$ cat config.mk
export PLATFORM = sky130hd
export DESIGN_NAME = sbe_top
export DESIGN_NICKNAME = d
export VERILOG_FILES = /design/src/design/sbe_pkg.sv /design/src/design/sbe_xform.sv /design/src/design/sbe_rng.sv /design/src/design/sbe_top.sv
export SDC_FILE = /design/constraint.sdc
export NUM_CORES = 1
export LEC_CHECK = 0
export BUFFER_PORTS_ARGS = -buffer_cell sky130_fd_sc_hd__buf_2
export CAP_MARGIN = 40
export CORE_MARGIN = 2
export CORE_UTILIZATION = 60
export CTS_CLUSTER_SIZE = 14
export DETAILED_ROUTE_END_ITERATION = 10
export GPL_TIMING_DRIVEN = 0
export MAX_ROUTING_LAYER = met4
export PLACE_DENSITY = 0.8
export SLEW_MARGIN = 15
export SYNTH_ARGS = -nofsm -noshare
export SYNTH_HDL_FRONTEND = slang
export SYNTH_SLANG_ARGS = --single-unit
export TNS_END_PERCENT = 5
$ cat constraint.sdc
create_clock -name mclk -period 31 [get_ports mclk]
set_input_delay 1.55 -clock mclk [delete_from_list [all_inputs] [get_ports mclk]]
set_output_delay 1.55 -clock mclk [all_outputs]
set_load 0.01 [all_outputs]
$ cat src/design/sbe_pkg.sv
// Shared constants and types of the secure bus encryptor
package sbe_pkg;

  // Widths
  localparam int KEY_W     = 64;
  localparam int LA_W      = 16;
  localparam int PA_W      = 17;
  localparam int VEC_BYTES = 48;
  localparam int XF_ROUNDS = 4;

  // External bus cycle: four mclk cycles, count 0..3
  localparam logic [1:0] ACC_WE_ON  = 2'h0;
  localparam logic [1:0] ACC_WE_OFF = 2'h2;
  localparam logic [1:0] ACC_LAST   = 2'h3;

  // Redundant lock latch patterns; any other code means the latch was disturbed
  localparam logic [3:0] LOCK_SET = 4'hA;
  localparam logic [3:0] LOCK_CLR = 4'h5;

  // Random generator: 64 sampled bits make the 8-byte candidate
  localparam logic [6:0] RNG_LAST = 7'h3F;

  // Dummy address sequence
  localparam logic [15:0] LFSR_SEED = 16'hACE1;
  localparam logic [15:0] LFSR_TAPS = 16'hB400;

  // Bus power removal after tamper
  localparam int         CLK_NS       = 40;
  localparam int         PWR_OFF_NS   = 1000;
  localparam int         PWR_OFF_CYC  = PWR_OFF_NS / CLK_NS;
  localparam logic [4:0] PWR_OFF_LAST = 5'(PWR_OFF_CYC - 1);

  typedef enum logic [1:0] {
    M_RUN   = 2'b00,
    M_WIPE  = 2'b01,
    M_REKEY = 2'b10
  } sbe_mode_t;

endpackage : sbe_pkg

$ cat src/design/sbe_xform.sv
// Key-dependent address permutation and data pad, purely combinational
module sbe_xform
  import sbe_pkg::*;
(
  // Key and logical access
  input  wire logic [KEY_W-1:0] key,
  input  wire logic [LA_W-1:0]  laddr,
  input  wire logic             space,
  // Transformed results
  output logic      [PA_W-1:0]  paddr,
  output logic      [7:0]       pad
);

  function automatic logic [7:0] sbe_round(input logic [7:0] x, input logic [7:0] k);
    logic [7:0] t;
    t = x ^ k;
    return {t[4:0], t[7:5]} ^ (t + 8'h5B) ^ (t & {t[0], t[7:1]});
  endfunction : sbe_round

  logic [7:0] lh [0:XF_ROUNDS];
  logic [7:0] rh [0:XF_ROUNDS];

  assign lh[0] = laddr[15:8];
  assign rh[0] = laddr[7:0];

  // Feistel rounds stay invertible whatever the round function does
  for (genvar i = 0; i < XF_ROUNDS; i++)
  begin : g_round
    assign lh[i+1] = rh[i];
    assign rh[i+1] = lh[i] ^ sbe_round(rh[i], key[16*i +: 8]);
  end

  assign paddr = {space, lh[XF_ROUNDS], rh[XF_ROUNDS]};
  // XOR pad is its own inverse, so one pad serves writes and reads
  assign pad = sbe_round(laddr[7:0] ^ key[15:8], key[31:24])
             ^ sbe_round(laddr[15:8] ^ key[47:40], key[63:56]);

endmodule : sbe_xform

$ cat src/design/sbe_rng.sv
// Random key candidate from two ring oscillators sampled by mclk
module sbe_rng
  import sbe_pkg::*;
(
  // Clock and reset
  input  wire logic             mclk,
  input  wire logic             rst_n,
  // Oscillator pins
  input  wire logic             ring_osc_a,
  input  wire logic             ring_osc_b,
  // Control and result
  input  wire logic             start,
  output logic      [KEY_W-1:0] word,
  output logic                  valid
);

  typedef struct packed {
    logic             a1;
    logic             a2;
    logic             b1;
    logic             b2;
    logic             run;
    logic             valid;
    logic [6:0]       cnt;
    logic [KEY_W-1:0] word;
  } sbe_rng_st_t;

  sbe_rng_st_t s_q, s_d;

  always_comb
  begin
    s_d    = s_q;
    s_d.a1 = ring_osc_a;
    s_d.a2 = s_q.a1;
    s_d.b1 = ring_osc_b;
    s_d.b2 = s_q.b1;
    if (start)
    begin
      s_d.run   = 1'b1;
      s_d.valid = 1'b0;
      s_d.cnt   = '0;
    end
    else if (s_q.run)
    begin
      // Beat between the two oscillators and mclk gives the entropy
      s_d.word = {s_q.word[KEY_W-2:0], s_q.a2 ^ s_q.b2 ^ s_q.word[KEY_W-1]};
      s_d.cnt  = s_q.cnt + 7'h01;
      if (s_q.cnt == RNG_LAST)
      begin
        s_d.run   = 1'b0;
        s_d.valid = 1'b1;
      end
    end
  end

  always_ff @(posedge mclk or negedge rst_n)
  begin
    if (!rst_n)
      s_q <= '0;
    else
      s_q <= s_d;
  end

  assign word  = s_q.word;
  assign valid = s_q.valid;
endmodule : sbe_rng

$ cat src/design/sbe_top.sv
// Secure bus encryptor: CPU to external SRAM bus with scrambling and lock
//
// Summary of operation
// Physical bus address comes from the 64-bit key and logical address.
// Address map is one-to-one; no two logical addresses share a location.
// Scrambling covers the whole configured byte-wide range.
// Written byte is encrypted from key, logical address and true data.
// Every byte read back is decrypted before the CPU sees it.
// Data transform is deterministic and depends on address and key.
// Both transforms are active during loading and during execution.
// Idle bus during execution gets pseudorandom dummy reads; data is discarded.
// Dummy and real reads follow one repeatable, indistinguishable pattern.
// Dummy bus reads continue while vectors come from on-chip storage.
// Encryption is always on; nothing can bypass it.
// Key is never user-chosen; loader commands load it from the generator.
// Random bits come from two ring oscillators beating against mclk.
// Reset and interrupt vectors live in a 48-byte on-chip memory.
// Vector fetch at address 0000H never shows its address on the bus.
// Vector memory fills automatically while code is loaded.
// With the lock set, loader accesses to true contents are blocked.
// Lock set and clear only by loader commands; clear erases the key. Tamper and a disturbed latch also clear it here.
// Clearing the lock erases the whole vector memory at once.
// After erasure the external area is wiped, then a fresh key loads.
// Redundant lock latch; any disturbance starts an unstoppable erase.
// Tamper input clears lock, erases all and drops bus power briefly.
// Loader entry generates eight random bytes as key candidate.
// Encryption adds no cycles to the bus access.
module sbe_top
  import sbe_pkg::*;
#(
  parameter int WIPE_WORDS = 32768
)
(
  // Clock and reset
  input  wire logic            mclk,
  input  wire logic            resetn,
  // CPU access port
  input  wire logic            cpu_req,
  input  wire logic            cpu_we,
  input  wire logic            cpu_prog,
  input  wire logic [LA_W-1:0] cpu_addr,
  input  wire logic [7:0]      cpu_wdata,
  output logic                 cpu_ready,
  output logic                 cpu_ack,
  output logic                 cpu_denied,
  output logic      [7:0]      cpu_rdata,
  // Loader control and status
  input  wire logic            loader_mode,
  input  wire logic [LA_W-1:0] range_limit,
  input  wire logic            loader_entry,
  input  wire logic            cmd_lock_set,
  input  wire logic            cmd_lock_clear,
  input  wire logic            cmd_key_load,
  output logic                 lock_active,
  output logic                 erase_busy,
  // Random source and tamper pins
  input  wire logic            ring_osc_a,
  input  wire logic            ring_osc_b,
  input  wire logic            tamper_erase_input,
  output logic                 vcco_off,
  // External SRAM bus
  output logic      [PA_W-1:0] ext_addr,
  output logic      [7:0]      ext_dout,
  output logic                 ext_doe,
  input  wire logic [7:0]      ext_din,
  output logic                 ext_ce_n,
  output logic                 ext_we_n
);

  typedef struct packed {
    sbe_mode_t                   mode;
    logic [3:0]                  lock;
    logic [KEY_W-1:0]            key;
    logic [VEC_BYTES-1:0][7:0]   vec;
    logic                        tmp1;
    logic                        tmp2;
    logic [7:0]                  din1;
    logic [7:0]                  din2;
    logic                        bbusy;
    logic [1:0]                  bcnt;
    logic                        bwrite;
    logic                        breal;
    logic                        bvec;
    logic [5:0]                  vidx;
    logic [7:0]                  pad;
    logic [15:0]                 lfsr;
    logic [LA_W-1:0]             wipe_addr;
    logic [4:0]                  pwr_cnt;
    logic                        rng_go;
    logic                        ready;
    logic                        ack;
    logic                        denied;
    logic [7:0]                  rdata;
    logic                        lock_stat;
    logic                        busy;
    logic                        vcco_off;
    logic [PA_W-1:0]             addr;
    logic [7:0]                  dout;
    logic                        doe;
    logic                        ce_n;
    logic                        we_n;
  } sbe_st_t;

  function automatic logic [15:0] sbe_lfsr_step(input logic [15:0] v);
    return {v[14:0], ^(v & LFSR_TAPS)};
  endfunction : sbe_lfsr_step

  sbe_st_t          s_q, s_d;
  logic             rst_m, rst_n;
  logic [PA_W-1:0]  xf_paddr;
  logic [7:0]       xf_pad;
  logic [KEY_W-1:0] rng_word;
  logic             rng_valid;
  logic             lock_on, lock_bad, take, deny, vec_hit, vec_rd, erase, dummy_go;
  logic [PA_W-1:0]  lfsr_pa;
  logic [LA_W-1:0]  wipe_last;

  // Reset is asserted at once and released through two flops
  always_ff @(posedge mclk or negedge resetn)
  begin
    if (!resetn)
    begin
      rst_m <= 1'b0;
      rst_n <= 1'b0;
    end
    else
    begin
      rst_m <= 1'b1;
      rst_n <= rst_m;
    end
  end

  // CPU addresses and data reach the bus only through the transform; no bypass exists
  sbe_xform u_xform (
    .key   (s_q.key),
    .laddr (cpu_addr),
    .space (cpu_prog),
    .paddr (xf_paddr),
    .pad   (xf_pad)
  );

  sbe_rng u_rng (
    .mclk       (mclk),
    .rst_n      (rst_n),
    .ring_osc_a (ring_osc_a),
    .ring_osc_b (ring_osc_b),
    .start      (s_q.rng_go),
    .word       (rng_word),
    .valid      (rng_valid)
  );

  assign lock_on   = s_q.lock == LOCK_SET;
  assign lock_bad  = !lock_on && (s_q.lock != LOCK_CLR);
  assign take      = cpu_req && s_q.ready;
  assign deny      = (loader_mode && lock_on) || (cpu_addr > range_limit);
  assign vec_hit   = cpu_prog && (cpu_addr < LA_W'(VEC_BYTES));
  assign vec_rd    = vec_hit && !cpu_we && !loader_mode;
  assign dummy_go  = s_q.ready && !cpu_req && !loader_mode;
  assign lfsr_pa   = {^s_q.lfsr[3:0], s_q.lfsr};
  assign wipe_last = LA_W'(WIPE_WORDS - 1);
  // Tamper and a disturbed latch are ignored mid-wipe; a bad latch code, or a tamper input still held, acts once the wipe ends
  assign erase     = (s_q.mode != M_WIPE)
                   && ((loader_mode && cmd_lock_clear && lock_on) || s_q.tmp2 || lock_bad);

  always_comb
  begin
    s_d        = s_q;
    s_d.tmp1   = tamper_erase_input;
    s_d.tmp2   = s_q.tmp1;
    s_d.din1   = ext_din;
    s_d.din2   = s_q.din1;
    s_d.ack    = 1'b0;
    s_d.denied = 1'b0;
    s_d.rng_go = 1'b0;
    if (s_q.vcco_off)
    begin
      if (s_q.pwr_cnt == 5'h00)
        s_d.vcco_off = 1'b0;
      else
        s_d.pwr_cnt = s_q.pwr_cnt - 5'h01;
    end
    if (s_q.bbusy)
    begin
      s_d.bcnt = s_q.bcnt + 2'h1;
      if (s_q.bcnt == ACC_WE_ON)
        s_d.we_n = !s_q.bwrite;
      if (s_q.bcnt == ACC_WE_OFF)
        s_d.we_n = 1'b1;
      if (s_q.bcnt == ACC_LAST)
      begin
        s_d.bbusy = 1'b0;
        s_d.ce_n  = 1'b1;
        s_d.doe   = 1'b0;
        if (s_q.breal)
        begin
          s_d.ack = 1'b1;
          if (s_q.bvec)
            s_d.rdata = s_q.vec[s_q.vidx];
          else if (s_q.bwrite)
            s_d.rdata = 8'h00;
          else
            s_d.rdata = s_q.din2 ^ s_q.pad;
        end
        if (s_q.mode == M_WIPE)
        begin
          if (s_q.wipe_addr == wipe_last)
          begin
            s_d.mode   = M_REKEY;
            s_d.rng_go = 1'b1;
          end
          else
            s_d.wipe_addr = s_q.wipe_addr + 16'h0001;
        end
      end
    end
    else if (s_q.mode == M_WIPE)
    begin
      // Clear the encrypted area one location at a time
      s_d.bbusy  = 1'b1;
      s_d.bcnt   = '0;
      s_d.bwrite = 1'b1;
      s_d.breal  = 1'b0;
      s_d.bvec   = 1'b0;
      s_d.addr   = {1'b0, s_q.wipe_addr};
      s_d.dout   = 8'h00;
      s_d.doe    = 1'b1;
      s_d.ce_n   = 1'b0;
    end
    else if (s_q.mode == M_REKEY)
    begin
      // Skip the cycle in which the generator has not yet dropped its old word
      if (!s_q.rng_go && rng_valid)
      begin
        s_d.key  = rng_word;
        s_d.mode = M_RUN;
      end
    end
    else if (take && deny)
    begin
      s_d.ack    = 1'b1;
      s_d.rdata  = 8'h00;
      s_d.denied = loader_mode && lock_on;
    end
    else if (take)
    begin
      // Same transform whether loading or executing
      s_d.bbusy  = 1'b1;
      s_d.bcnt   = '0;
      s_d.bwrite = cpu_we;
      s_d.breal  = 1'b1;
      s_d.bvec   = 1'b0;
      s_d.pad    = xf_pad;
      s_d.addr   = xf_paddr;
      s_d.dout   = cpu_wdata ^ xf_pad;
      s_d.doe    = cpu_we;
      s_d.ce_n   = 1'b0;
      if (vec_rd)
      begin
        // Vector comes from inside; the bus sees a dummy read of the same shape
        s_d.bvec = 1'b1;
        s_d.vidx = cpu_addr[5:0];
        s_d.addr = lfsr_pa;
        s_d.lfsr = sbe_lfsr_step(s_q.lfsr);
      end
      if (vec_hit && cpu_we && loader_mode)
        s_d.vec[cpu_addr[5:0]] = cpu_wdata;
    end
    else if (dummy_go)
    begin
      // Same length and strobes as a real read; the deterministic LFSR keeps it repeatable
      s_d.bbusy  = 1'b1;
      s_d.bcnt   = '0;
      s_d.bwrite = 1'b0;
      s_d.breal  = 1'b0;
      s_d.bvec   = 1'b0;
      s_d.addr   = lfsr_pa;
      s_d.ce_n   = 1'b0;
      s_d.lfsr   = sbe_lfsr_step(s_q.lfsr);
    end
    if (loader_mode && (s_q.mode == M_RUN))
    begin
      if (cmd_lock_set && !lock_on)
        s_d.lock = LOCK_SET;
      if (loader_entry)
        s_d.rng_go = 1'b1;
      if (cmd_key_load && !lock_on && rng_valid && !s_q.rng_go)
        s_d.key = rng_word;
    end
    if (erase)
    begin
      s_d.key       = '0;
      s_d.vec       = '0;
      s_d.lock      = LOCK_CLR;
      s_d.mode      = M_WIPE;
      s_d.wipe_addr = '0;
      s_d.bbusy     = 1'b0;
      s_d.ce_n      = 1'b1;
      s_d.we_n      = 1'b1;
      s_d.doe       = 1'b0;
      s_d.ack       = 1'b0;
      s_d.rng_go    = 1'b0;
      if (s_q.tmp2)
      begin
        s_d.vcco_off = 1'b1;
        s_d.pwr_cnt  = PWR_OFF_LAST;
      end
    end
    s_d.ready     = (s_d.mode == M_RUN) && !s_d.bbusy;
    s_d.lock_stat = s_d.lock == LOCK_SET;
    s_d.busy      = s_d.mode != M_RUN;
  end

  // The lock latch resets to its cleared code; a real part keeps it on backup power
  always_ff @(posedge mclk or negedge rst_n)
  begin
    if (!rst_n)
    begin
      s_q      <= '0;
      s_q.lock <= LOCK_CLR;
      s_q.lfsr <= LFSR_SEED;
      s_q.ce_n <= 1'b1;
      s_q.we_n <= 1'b1;
    end
    else
      s_q <= s_d;
  end

  assign cpu_ready   = s_q.ready;
  assign cpu_ack     = s_q.ack;
  assign cpu_denied  = s_q.denied;
  assign cpu_rdata   = s_q.rdata;
  assign lock_active = s_q.lock_stat;
  assign erase_busy  = s_q.busy;
  assign vcco_off    = s_q.vcco_off;
  assign ext_addr    = s_q.addr;
  assign ext_dout    = s_q.dout;
  assign ext_doe     = s_q.doe;
  assign ext_ce_n    = s_q.ce_n;
  assign ext_we_n    = s_q.we_n;
endmodule : sbe_top

==> summary.txt <==
Yosys top cell by area - dfrtp_1
Worst Hold Class - reg -> async
die width - 233 um
Mapped Cells - 3,084
crit path time final - 6.99 ns
dominant cells by area after synthesis - dfrtp_1 51%, nand2_1 11%, mux4_2 8.6%
num ports - 103
worst-case reg-to-reg path depth - 23
Hold Fails Final Rpt - 0
largest net degree at the start of global routing - 65
pwr dens - 69.2 mW/mm^2
final setup fails - 0
Worst setup endpoint - ext_addr[6]
Post-Syn Area - 0.0314 mm^2
worst-path fanout max - 6
synthesis-to-finish area growth - 13.6%
Startpoint Class - primary input
GRT Total Usage - 0.367
grt total ovfl - 0
R2R setup slack - 24.71 ns
Total Wirelength - 93,800 um
Slew HR - 0.348
Slew @ Worst Pin - 0.973 ns
Setup Crit Path Kind - in -> reg
via count - 25,100
Starting DRT DRC Count - 2,687
clk_lat worst skew - 0.63 ns
Critical Path Source - cpu_addr[0]
Post-synth EDFFs - 0
Layout Nets - 3,381
#FFs+latches synth - 651
final setup skew - 0.0325 ns
worst reg2reg path startpoint - s_q[502]
Crit path arrival time - 7.46 ns
fillers - 3,794
H-tree depth - 3
layout cell share with drive strength beyond 1 - 0.143
Synth cell types - 64
clock sink count - 651
Worst VDD drop - 81.3 uV
fraction of registers with async set or reset after synthesis - 1.00
Lkg Pwr - 15.8 nW
syn_area_per_cell - 10.2 um^2
CTS clk-pin slew, worst paths - 0.07 ns
crit end category - flop
clock root buffer - clkbuf_16
cts bufs inserted - 70
initial core utilization - 0.610
row cnt - 83
Tcrit/Tclk final - 0.226
Max Cap Viol - 0
area used by multi-input combinational logic - 0.0141 mm^2
RSZ-0062 raised after global routing - no
sequential fraction of the synthesis area - 0.519
vias in the first global route - 25,300
Die Area - 0.0542 mm^2
cts hold-fix bufs - 0
R2R Path End - ext_addr[6]
PostCTS Resize Cnt - 0
die height - 233 um
Primary FF master, synth - dfrtp_1
CTS max path bufs - 3
Buffers on Ports - 102
number of post-CTS setup repair buffers - 0
Vias/cell - 6.25
Setup TNS Final - 0 ns
Residual DRC - 0
post-route ant nets - 0
yosys warns - 0
GP Congestion - 1.00
CTS tree - yes
hpwl dp - 67,600 um
Worst Path Required - 31.47 ns
Post-Place Setup Slack - 23.49 ns
Fmax achieved - 143 MHz
core footprint - 0.0515 mm^2
final worst slack - 24.01 ns
Mapped Nets - 3,178
first-pass GRT wire length - 145,000 um
Slew Viols, Final - 0
antenna violations before repair - 2
status - finished clean
DR pass1 iterations - 6
mean routed wirelength per cell - 23.3 um
register area - 0.0163 mm^2
Yosys top cell area share - 0.509
-- cell type report --
class	count	share of cell area
multi-input cells	2202	0.396
diodes	3	0.000210
inverters	45	0.00473
clock inverters	27	0.00981
well taps	680	0.0238
repair buffers	131	0.0280
clock buffers	98	0.0574
plain buffers	186	0.0234
flip-flops and latches	651	0.457
-- flip-flops by register name (all words and copies together) (netlist names), 2 cells and up --
register	cells
u_rng.s_d	2
s_q	505
u_rng.s_q	10
ext_dout	8
lfsr_pa	16
s_d	9
u_rng.word	64
ext_addr	17
cpu_rdata	8
-- how the worst min path moves through the flow --
stage | startpoint | endpoint | cells past startpoint
after floorplan | rst_m | rst_n | 0
after global placement | s_d[116] | s_q[116] | 0
after detailed placement | s_d[101] | s_q[101] | 0
after CTS | s_d[101] | s_q[101] | 0
after global routing | s_d[101] | s_q[101] | 0
final | rst_n | u_rng.word[18] | 0
-- layout by cell type (no fill, tap or decap), types with 10 or more instances in the layout --
| cell type | netlist | final |
|---|---|---|
| inv_1 | 42 | 42 |
| xor2_1 | 64 | 64 |
| nor2b_1 | 15 | 15 |
| xnor3_1 | 21 | 21 |
| mux4_2 | 120 | 120 |
| nand2b_1 | 13 | 13 |
| clkbuf_8 | 0 | 11 |
| clkbuf_1 | 129 | 142 |
| o21a_1 | 11 | 11 |
| o21ai_0 | 481 | 481 |
| nand3_1 | 19 | 19 |
| ha_1 | 33 | 33 |
| buf_1 | 21 | 21 |
| nor3_1 | 15 | 11 |
| or3_1 | 12 | 12 |
| nand2_1 | 898 | 898 |
| buf_4 | 35 | 41 |
| clkbuf_16 | 0 | 74 |
| mux2_2 | 27 | 27 |
| xnor2_2 | 10 | 10 |
| a21oi_1 | 96 | 96 |
| buf_16 | 0 | 11 |
| dfstp_2 | 12 | 12 |
| mux2i_1 | 18 | 18 |
| nor2_1 | 97 | 97 |
| dfrtp_1 | 639 | 638 |
| xnor2_1 | 129 | 129 |
| buf_6 | 1 | 11 |
| o22ai_1 | 11 | 11 |
| clkinv_2 | 0 | 11 |
| buf_2 | 0 | 102 |
| nand4_1 | 10 | 10 |
-- stage by stage --
stage                util  std cells  hold WS (ns)  power [mW]  cell area, um^2
finish              0.694       4023         0.336        2.47            35700
global route        0.694       4022         0.341        2.56            35700
CTS                 0.692       4013         0.338        2.47            35700
detailed placement  0.646       3888         0.335        1.60            33300
global placement    0.637       3866         0.335        1.59            32800
floorplan               -       3084         0.331        1.42            31400
-- routing by layer --
metal,vias to the layer above,wire length [um],global-route usage
met3,342,8290,0.0826
li1,10900,-,-
met1,12500,35200,0.451
met2,1371,45300,0.580
met4,0,5050,0.175
met5,-,0,-
-- power breakdown --
group	switching [mW]	internal, mW	leakage [nW]	total, mW
logic	0.400	0.287	5.74	0.688
registers	0.0283	0.881	8.92	0.909
clock network	0.352	0.523	1.18	0.875
total	0.781	1.69	15.8	2.47
-- cell usage after synthesis, types with 18 or more instances --
cell / count
a21oi_1: 96
buf_1: 21
buf_4: 35
clkbuf_1: 129
dfrtp_1: 639
ha_1: 33
inv_1: 42
mux2_2: 27
mux2i_1: 18
mux4_2: 120
nand2_1: 898
nand3_1: 19
nor2_1: 97
o21ai_0: 481
xnor2_1: 129
xnor3_1: 21
xor2_1: 64
-- critical path, stage by stage --
cell and delay [ns]:
buf_2 0.13, xnor2_1 0.48, ha_1 0.35, xnor2_1 0.16, xnor2_1 0.30, xnor3_1 0.44
ha_1 0.31, xnor2_1 0.16, xnor3_2 0.33, xor2_2 0.33, inv_1 0.08, ha_1 0.20
xnor2_1 0.21, xnor2_1 0.12, xnor2_1 0.40, xor2_1 0.46, inv_1 0.15, ha_1 0.26
nor2b_1 0.18, o211ai_1 0.10, o21ai_1 0.15, xnor3_1 0.38, mux2i_1 0.15, a221oi_1 0.09
-- logic make-up after synthesis --
logic type,Yosys count,synth area share
and+or+nand+nor,1107,0.141
buffers and inverters,231,0.0320
other,1,0.000119
DFF,651,0.519
adders and majority gates,33,0.0131
xor gates and xnor gates,236,0.0821
AOI/OAI and AO/OA,660,0.112
muxes,165,0.101
Power figures use the tool's default switching activity.
